<file path="src/common/pcstack_pkg.sv">
/*
 * shared constants and carriers for the program counter, return stack
 * and indirect addressing block.
 * assumes a single core clock and one command per clock from the
 * instruction execution and interrupt logic.
 */
package pcstack_pkg;

    // widths
    localparam int PC_W = 13;
    localparam int LOW_W = 8;
    localparam int HIGH_W = 5;
    localparam int JUMP_W = 11;
    localparam int STACK_DEPTH = 8;
    localparam int SP_W = 3;
    localparam int FADDR_W = 7;
    localparam int EADDR_W = 9;

    // reset values
    localparam logic [PC_W-1:0] PC_RESET = 13'h0000;
    localparam logic [HIGH_W-1:0] LATCH_RESET = 5'h00;
    localparam logic [LOW_W-1:0] FP_RESET = 8'h00;
    localparam logic [SP_W-1:0] SP_RESET = 3'h0;

    // interrupt vector address
    localparam logic [PC_W-1:0] INTR_VECTOR = 13'h0004;

    // file address of the indirect data port in every bank
    localparam logic [FADDR_W-1:0] INDIRECT_PORT_ADDR = 7'h00;
    // value returned when the indirect port reads itself
    localparam logic [LOW_W-1:0] SELF_READ_VALUE = 8'h00;

    // field positions inside the high latch
    localparam int LATCH_PAGE_LSB = 3;
    localparam int LATCH_PAGE_MSB = 4;

    // program counter commands, gray coded along step -> write -> jump paths
    typedef enum logic [2:0] {
        PC_HOLD = 3'b000,
        PC_STEP = 3'b001,
        PC_WRITE_LOW = 3'b011,
        PC_GOTO = 3'b010,
        PC_CALL = 3'b110,
        PC_INTR = 3'b111,
        PC_RETURN = 3'b101
    } pc_op_e;

    typedef struct packed {
        pc_op_e op;
        logic [LOW_W-1:0] low_data;
        logic [JUMP_W-1:0] jump_addr;
    } pc_cmd_s;

    typedef struct packed {
        logic valid;
        logic write;
        logic [1:0] bank;
        logic [FADDR_W-1:0] addr;
    } data_req_s;

    typedef struct packed {
        logic valid;
        logic [EADDR_W-1:0] eff_addr;
        logic wr_en;
        logic rd_zero;
        logic indirect;
    } data_acc_s;

endpackage

</file>
<file path="src/rtl/return_stack.sv">
/*
 * eight entry circular return-address stack built from flip-flops.
 * assumes at most one of push and pop per clock; pushing beyond eight
 * entries or popping an empty stack wraps silently.
 */
`timescale 1ns/10ps

module return_stack
    import pcstack_pkg::*;
(
    input wire logic clock_i, // core clock
    input wire logic nrst_i, // async reset, active low
    input wire logic push_i, // store push_data_i
    input wire logic pop_i, // drop most recent entry
    input wire logic [PC_W-1:0] push_data_i, // address to store
    output logic [PC_W-1:0] top_o // most recently pushed entry
);

    logic [PC_W-1:0] mem_q [STACK_DEPTH];
    logic [PC_W-1:0] mem_d [STACK_DEPTH];
    logic [SP_W-1:0] sp_q; // next free slot, never visible to software
    logic [SP_W-1:0] sp_d;
    logic [SP_W-1:0] top_idx;

    // index of the most recent entry; wraps from 0 to 7
    assign top_idx = sp_q - 3'h1;
    assign top_o = mem_q[top_idx];

    // next pointer and storage
    always_comb begin
        mem_d = mem_q;
        sp_d = sp_q;
        if (push_i) begin
            mem_d[sp_q] = push_data_i;
            sp_d = sp_q + 3'h1;
        end else if (pop_i) begin
            sp_d = top_idx;
        end
    end

    always_ff @(posedge clock_i or negedge nrst_i) begin
        if (!nrst_i) begin
            sp_q <= SP_RESET;
            for (int i = 0; i < STACK_DEPTH; i++) begin
                mem_q[i] <= PC_RESET;
            end
        end else begin
            sp_q <= sp_d;
            mem_q <= mem_d;
        end
    end
endmodule

</file>
<file path="src/rtl/pc_addr_unit.sv">
/*
 * program counter, high-address latch, return stack and indirect data
 * addressing of a small 8-bit core.
 * assumes the execution and interrupt logic issues one pc command per
 * clock on the core clock, and that pc_o already points at the
 * instruction to return to when a call or interrupt is issued.
 */
`timescale 1ns/10ps

module pc_addr_unit
    import pcstack_pkg::*;
(
    input wire logic clock_i, // core clock, 125 MHz
    input wire logic nrst_i, // any reset, async, active low
    input wire pc_cmd_s pc_cmd_i, // program counter command
    input wire logic latch_we_i, // write high latch
    input wire logic [HIGH_W-1:0] latch_wdata_i, // high latch data
    input wire logic fp_we_i, // write file pointer
    input wire logic [LOW_W-1:0] fp_wdata_i, // file pointer data
    input wire logic indirect_bank_bit_i, // bank bit of status register
    input wire data_req_s data_req_i, // data memory access request
    output logic [PC_W-1:0] pc_o, // program counter
    output logic [LOW_W-1:0] pc_low_byte_reg_o, // readable low byte
    output logic [HIGH_W-1:0] pc_high_latch_o, // readable high latch
    output logic [LOW_W-1:0] file_pointer_reg_o, // readable file pointer
    output data_acc_s data_acc_o // resolved data access
);

    logic [PC_W-1:0] pc_q;
    logic [PC_W-1:0] pc_d;
    logic [HIGH_W-1:0] latch_q;
    logic [HIGH_W-1:0] latch_d;
    logic [LOW_W-1:0] fp_q;
    logic [LOW_W-1:0] fp_d;
    data_acc_s acc_q;
    data_acc_s acc_d;
    logic push;
    logic pop;
    logic [PC_W-1:0] stack_top;

    // joins a latch field and a lower part into a full counter value
    function automatic logic [PC_W-1:0] join_pc(input logic [HIGH_W-1:0] upper,
                                                 input logic [LOW_W-1:0] lower);
        return {upper, lower};
    endfunction

    // true when a file address names the indirect data port
    function automatic logic is_port(input logic [FADDR_W-1:0] addr);
        return addr == INDIRECT_PORT_ADDR;
    endfunction

    // push on call or interrupt vectoring
    assign push = (pc_cmd_i.op == PC_CALL) || (pc_cmd_i.op == PC_INTR);
    // the single return command pops
    assign pop = pc_cmd_i.op == PC_RETURN;

    // pointer lives only inside the stack, no port reaches it
    return_stack u_stack (
        .clock_i(clock_i),
        .nrst_i(nrst_i),
        .push_i(push),
        .pop_i(pop),
        .push_data_i(pc_q),
        .top_o(stack_top)
    );

    // next program counter
    always_comb begin
        pc_d = pc_q;
        case (pc_cmd_i.op)
            PC_HOLD: pc_d = pc_q;
            PC_STEP: pc_d = pc_q + 13'h0001;
            // all thirteen bits change at once
            PC_WRITE_LOW: pc_d = join_pc(latch_q, pc_cmd_i.low_data);
            // page bits from latch 4..3, for the rest
            PC_GOTO, PC_CALL: pc_d = {latch_q[LATCH_PAGE_MSB:LATCH_PAGE_LSB],
                                      pc_cmd_i.jump_addr};
            PC_INTR: pc_d = INTR_VECTOR;
            PC_RETURN: pc_d = stack_top;
            default: pc_d = pc_q;
        endcase
    end

    // next latch and pointer values
    always_comb begin
        // only an explicit latch write changes the latch
        latch_d = latch_we_i ? latch_wdata_i : latch_q;
        fp_d = fp_we_i ? fp_wdata_i : fp_q;
    end

    // resolve a data access, one cycle after the request
    always_comb begin
        acc_d.valid = data_req_i.valid;
        acc_d.indirect = is_port(data_req_i.addr);
        acc_d.rd_zero = 1'b0;
        acc_d.wr_en = data_req_i.valid && data_req_i.write;
        acc_d.eff_addr = {data_req_i.bank, data_req_i.addr};
        if (acc_d.indirect) begin
            // access goes to the pointed location
            // bank bit joined to the eight bit pointer
            acc_d.eff_addr = {indirect_bank_bit_i, fp_q};
            if (is_port(fp_q[FADDR_W-1:0])) begin
                // self access reads zero and writes nothing
                acc_d.rd_zero = data_req_i.valid && !data_req_i.write;
                acc_d.wr_en = 1'b0;
            end
        end
    end

    always_ff @(posedge clock_i or negedge nrst_i) begin
        if (!nrst_i) begin
            pc_q <= PC_RESET;
            latch_q <= LATCH_RESET;
            fp_q <= FP_RESET;
            acc_q <= '0;
        end else begin
            pc_q <= pc_d;
            latch_q <= latch_d;
            fp_q <= fp_d;
            acc_q <= acc_d;
        end
    end

    // low byte visible, upper bits only as part of pc_o
    assign pc_o = pc_q;
    assign pc_low_byte_reg_o = pc_q[LOW_W-1:0];
    assign pc_high_latch_o = latch_q;
    assign file_pointer_reg_o = fp_q;
    assign data_acc_o = acc_q;
endmodule

</file>
<file path="config.mk">
export PLATFORM = sky130hd
export DESIGN_NAME = pc_addr_unit
export DESIGN_NICKNAME = d
export VERILOG_FILES = /design/src/common/pcstack_pkg.sv /design/src/rtl/return_stack.sv /design/src/rtl/pc_addr_unit.sv
export SDC_FILE = /design/constraint.sdc
export NUM_CORES = 1
export LEC_CHECK = 0
export ABC_CLOCK_PERIOD_IN_PS = 3300
export CAP_MARGIN = 5
export CORE_ASPECT_RATIO = 1.1
export CORE_UTILIZATION = 35
export DETAILED_ROUTE_END_ITERATION = 8
export DONT_BUFFER_PORTS = 1
export GPL_TIMING_DRIVEN = 1
export PLACE_DENSITY = 0.55
export SLEW_MARGIN = 20
export SYNTH_ARGS = -nofsm -noshare
export SYNTH_HDL_FRONTEND = slang
export SYNTH_SLANG_ARGS = --single-unit
</file>
<file path="constraint.sdc">
create_clock -name clock_i -period 3.3 [get_ports clock_i]
set_input_delay 0.66 -clock clock_i [delete_from_list [all_inputs] [get_ports clock_i]]
set_output_delay 0.66 -clock clock_i [all_outputs]
set_load 0.01 [all_outputs]
</file>
* Yosys cells after proc, flatten, opt, wreduce, memory -nomap -nowiden
Cells that the tools add are included.
** Storage, ports and cells
- Bits in registers :: 146
- Bits of input ports :: 51
- Output and inout bits :: 47
- Logic and storage cells :: 52
** Operators by class
- Add/sub/neg operators :: 3
- Magnitude comparators :: 3
- Eq/ne operators :: 6
- Multiplexer cells :: 11
- Bitwise gates (word level) :: 2
- Reductions and logical operators :: 10
** Operator list (count)
- $bwmux 104 :: 1
- $pmux 13 s5 :: 1
- $bmux 13 s3 :: 1
- $demux 13 s3 :: 1
- $mux 13 :: 3
- $logic_not 7->1 :: 2
- $add 13x1->13 const B :: 1
- $mux 11 :: 1
- $eq 3x3->1 const B :: 3
- $ge 4x4->1 const B :: 2
- $not 3->4 :: 2
- $eq 3x2->1 const B :: 2
- $mux 3 :: 2
- $reduce_bool 5->1 :: 1
- $lt 4x1->1 const B :: 1
- $add 3x1->3 const B :: 1
- $eq 3x1->1 const B :: 1
- $logic_and 1x1->1 :: 3
- $sub 3x1->3 const B :: 1
- $mux 2 :: 1
- $reduce_bool 2->1 :: 1
- $reduce_or 2->1 :: 1
- $logic_not 1->1 :: 1
- $logic_or 1x1->1 :: 1

* Depth between registers and ports, before layout
- Word-level depth :: 6
- Gate-level depth with buffers :: 9
- Depth with buffers taken out :: 7

* Modules after synthesis
Synthesis repeated with hierarchy kept, for this count alone.
** Unflattened totals
- Cell total of the unflattened synthesis :: 575
- Area, all modules :: 7250.7 um^2
** By module, submodules not included
- return_stack :: times used 1, cells each 382, area an instance 5185.0 um^2, sequential area each 2677.6 um^2
- pc_addr_unit :: times used 1, cells each 193, area an instance 2065.7 um^2, sequential area each 975.9 um^2

* Least setup slack after synthesis
OpenSTA, ideal clock, no wires.
- Kind :: register to register
- From :: register u_stack.sp_q[0]
- To :: register pc_q[7] (netlist: pc_o[7])
- Library setup time :: 0.123 ns
- Arrival time :: 2.217 ns
- Required time :: 3.177 ns
- Path slack :: 0.961 ns
- Stages on the path, launching flop included :: 9
- Buffers on the path :: 1
- Period minus slack after synthesis :: 2.339 ns
- Cell sequence :: dfrtp_1 buf_2 inv_2 ha_1 xor2_4 mux4_2 mux2_2 a221oi_2 nor2_1
** Between the ends
- Word-level cells in the longest chain between the ends :: 6
** Ends and longest elaborated chain
- start, declared :: line return_stack.sv:21 : logic [SP_W-1:0] sp_q;
- start signal, assigned :: line return_stack.sv:48 : sp_q <= sp_d;
- $sub 3x1->3 :: line return_stack.sv:26 : assign top_idx = sp_q - 3'h1;
- $not 3->4 (implied by the code) :: line return_stack.sv:27 : assign top_o = mem_q[top_idx];
- $bmux 13 s3 :: line return_stack.sv:27
- $mux 13 (implied by the code) (2 in a row) :: line return_stack.sv:27
- $pmux 13 s5 :: line pc_addr_unit.sv:70 : case (pc_cmd_i.op)
- end signal, assigned :: line pc_addr_unit.sv:117 : pc_q <= pc_d;
- end, declared :: line pc_addr_unit.sv:29 : logic [PC_W-1:0] pc_q;
Every way passes these cells. The select of a mux whose other input is x is not followed.
A chain may end at the register's enable or synchronous reset.

* Worst setup path in the final report
- From :: register u_stack.sp_q[1]
- To :: register pc_q[7] (netlist: pc_o[7])
Same word-level chain as after synthesis.

==> out/metrics.yaml <==
sta:
  tns_ps: 0
  hold_ws_ps: -66.3
  hold_viol: 146
  tightest_slew_ps: 840
  finalMaxSlewViolations: 0
  post-route-min-period_ps: 2580
  slew_headroom: 0.440
  setup_violations: 0
  max_freq_mhz: 387
  grt_setup_unrepaired: "false"
  clock_skew_ps: 9.77
  period_share: 0.782
pwr:
  leakagePower_nw: 3.22
  peakVddDrop_v: 0.000407
  powerDensity_nw_per_um2: 932
clock_network:
  cts.root.buffer_cell: "clkbuf_16"
  numCtsBuffers: 17
  clkTransAtPathRegs_ps: 60
  cts_tree: "yes"
  cts_resized: 0
  htree_levels: 4
  cts_num_sinks: 146
  clkLatencyLatePin_ps: 420
  cts_setup_buffers: 0
  cts_max_path_buffers: 2
setup_path:
  cp_max_fo: 11
  cp_num_buf_inv: 1
  crit_start: "u_stack.sp_q[1]"
  r2r_start: "u_stack.sp_q[1]"
  slowest_delay_ps: 580
  worstPathArrival_ps: 2880
  path_cells: "inv_1, ha_1, xor2_4, mux4_2, mux2_2, a221oi_2, nor2_1"
  cp-start-kind: "flop"
  cp-end-kind: "flop"
  cp_data_required_time_ps: 3600
  cpLargestDelayFamily: "multiplexers"
  critPathKind: "flop to flop"
  crit_path_top_delay_cell: "mux4_2"
yosys:
  ys_ff_latch: 146
  netlist_instances: 509
  synth_area_leaders: "dfrtp_1, mux2_2, mux4_2"
  yosysUniqueCellTypes: 43
  synth-edff-count: 0
  syn_avg_cell_area_um2: 13.6
  synth_nets: 563
  yosys_warnings: 0
  syn-cell-area_um2: 6900
  ys_async_sr_fraction: 1.00
  ys.flop_type: "dfrtp_1"
  ys_seq_area_frac: 0.530
  synth_top_area_frac: 0.530
  yosys.area.top_type: "dfrtp_1"
drt:
  drtIter0Drc: 203
  drtPass1Iterations: 4
  num_vias: 4131
  via_per_inst: 5.46
  ant_nets: 0
  wl_mm: 16.4
  wl_per_cell_um: 21.7
  drc: 0
grt:
  top_usage_layer: "met2"
  grt.met2_usage: 0.281
  met1_usage: 0.238
  grt_usage: 0.177
  grt_pass1_wl_mm: 26.2
  grt-ovfl-total: 0
  grt_max_degree: 147
  antenna_found_initial: 0
  grt_pass1_vias: 4404
  grtUsageMet3: 0.0455
finish:
  nFillCells: 1844
  final_layout_size_suffix_gt1_frac: 0.397
  layout.nets: 550
  multi_input_area_um2: 2990
  layout-area-overhead-vs-synth_pct: 10.7
  final_cells: 756
  diodes: 0
  seq_area_um2: 3650
run:
  max_cap_violations: 0
min_path:
  hold_path.class: "input port to asynchronous set/reset pin"
floorplanning:
  core_region_area_um2: 19200
  die_h_um: 149
  initial_core_util: 0.359
  die-area_um2: 20300
  io_pins: 98
  die_w_um: 136
  fp-row-count: 53
outcome:
  status: "finished with violations"
  violations: "negative hold slack"
placed_design:
  port_buffers: 0
  hpwl_mm: 10.6
  dp.cells: 724
  place.gp.congestion: 0.738
[flip-flops by register name (all words and copies together) (netlist names)]
signal	flops
data_acc_o	13
file_pointer_reg_o	8
pc_high_latch_o	5
pc_o	13
u_stack.sp_q	3
u_stack.mem_q	104
[cells in the mapped netlist, types with 6 or more instances]
| cell | n |
|---|---|
| mux4_2 | 26 |
| nor2b_1 | 10 |
| nand2_1 | 25 |
| nand3_1 | 8 |
| mux2_2 | 128 |
| buf_4 | 9 |
| xnor2_1 | 6 |
| dfrtp_1 | 146 |
| nand4_1 | 6 |
| a21o_1 | 7 |
| o21ai_0 | 24 |
| buf_2 | 14 |
| clkbuf_1 | 24 |
| nor2_1 | 13 |
[worst register-to-register path, delay by kind of cell (launching register included)]
family / cells / cell delay (ps)
AOI/OAI and AO/OA: 1 / 220
muxes: 2 / 870
xor gates and xnor gates: 1 / 510
and+or+nand+nor: 1 / 60
adders and majority gates: 1 / 270
buffers and inverters: 1 / 100
DFF: 1 / 440
[metrics by stage]
stage                     setup WS (ps)  utilization  hold WS (ps)  area, um^2  power [mW]
after CTS                           701        0.397         -83.0        7640        7.20
after global placement              799        0.370           370        7110        5.38
final                               719        0.397         -66.3        7640        7.12
after detailed placement            698        0.370           369        7110        5.45
after global routing                538        0.397         -88.6        7640        7.58
after floorplan                     961            -           364        6900        4.88
[cells in the final DEF (no fill, tap or decap), drive strengths merged, types with 2 or more instances in the layout]
cell type and instances:
and3 2, nand4 6, clkinv 4, ha 3, dfrtp 146, mux4 26
nand2b 5, nor2 13, nor4 3, clkbuf 21, a21oi 4, a22o 2
o22ai 2, xnor2 6, o221ai 2, o21a 2, xor2 4, nor2b 10
a22oi 4, clkinvlp 5, nand3 8, mux2 128, o21ai 24, a221o 2
nand4b 2, nand2 25, mux2i 4, a21o 7, inv 7, buf 17
nor3 4, or3 2
[cell families after synthesis]
| logic type | share of synthesized area |
|---|---|
| buffers and inverters | 0.0368 |
| muxes | 0.300 |
| DFF | 0.530 |
| xor gates and xnor gates | 0.0154 |
| AOI/OAI and AO/OA | 0.0511 |
| adders and majority gates | 0.00544 |
| and+or+nand+nor | 0.0620 |
[cell type report]
cell class	instances	share of cell area
clock inverter	11	0.0108
timing repair buffer	17	0.0184
tap	247	0.0405
multi-input combinational	309	0.392
sequential	146	0.478
clock buffer	21	0.0577
inverter	5	0.00246
[layer usage]
layer | vias up | wire length [um]
li1 | 1819 | -
met1 | 2182 | 7310
met2 | 118 | 7950
met5 | - | 0
met4 | 0 | 153
met3 | 12 | 975
[worst paths after layout]
| kind | endpoint | slack [ps] | cells after the start |
|---|---|---|---|
| setup / recovery | pc_o[7] | 720 | 7 |
| hold / removal | u_stack.mem_q[74] | -70 | 0 |
| setup reg to reg | pc_o[7] | 720 | 7 |
| hold reg to reg | u_stack.mem_q[101] | 490 | 2 |
| max in group asynchronous | data_acc_o[11] | 3180 | 0 |
| min in group clock_i | data_acc_o[12] | 270 | 0 |
[power breakdown]
| part | internal, mW | switching, mW | total (mW) |
|---|---|---|---|
| clock network | 0.963 | 0.756 | 1.72 |
| logic | 1.46 | 0.955 | 2.42 |
| registers | 2.46 | 0.521 | 2.98 |
Note: power is estimated with default switching activity, not from simulation.
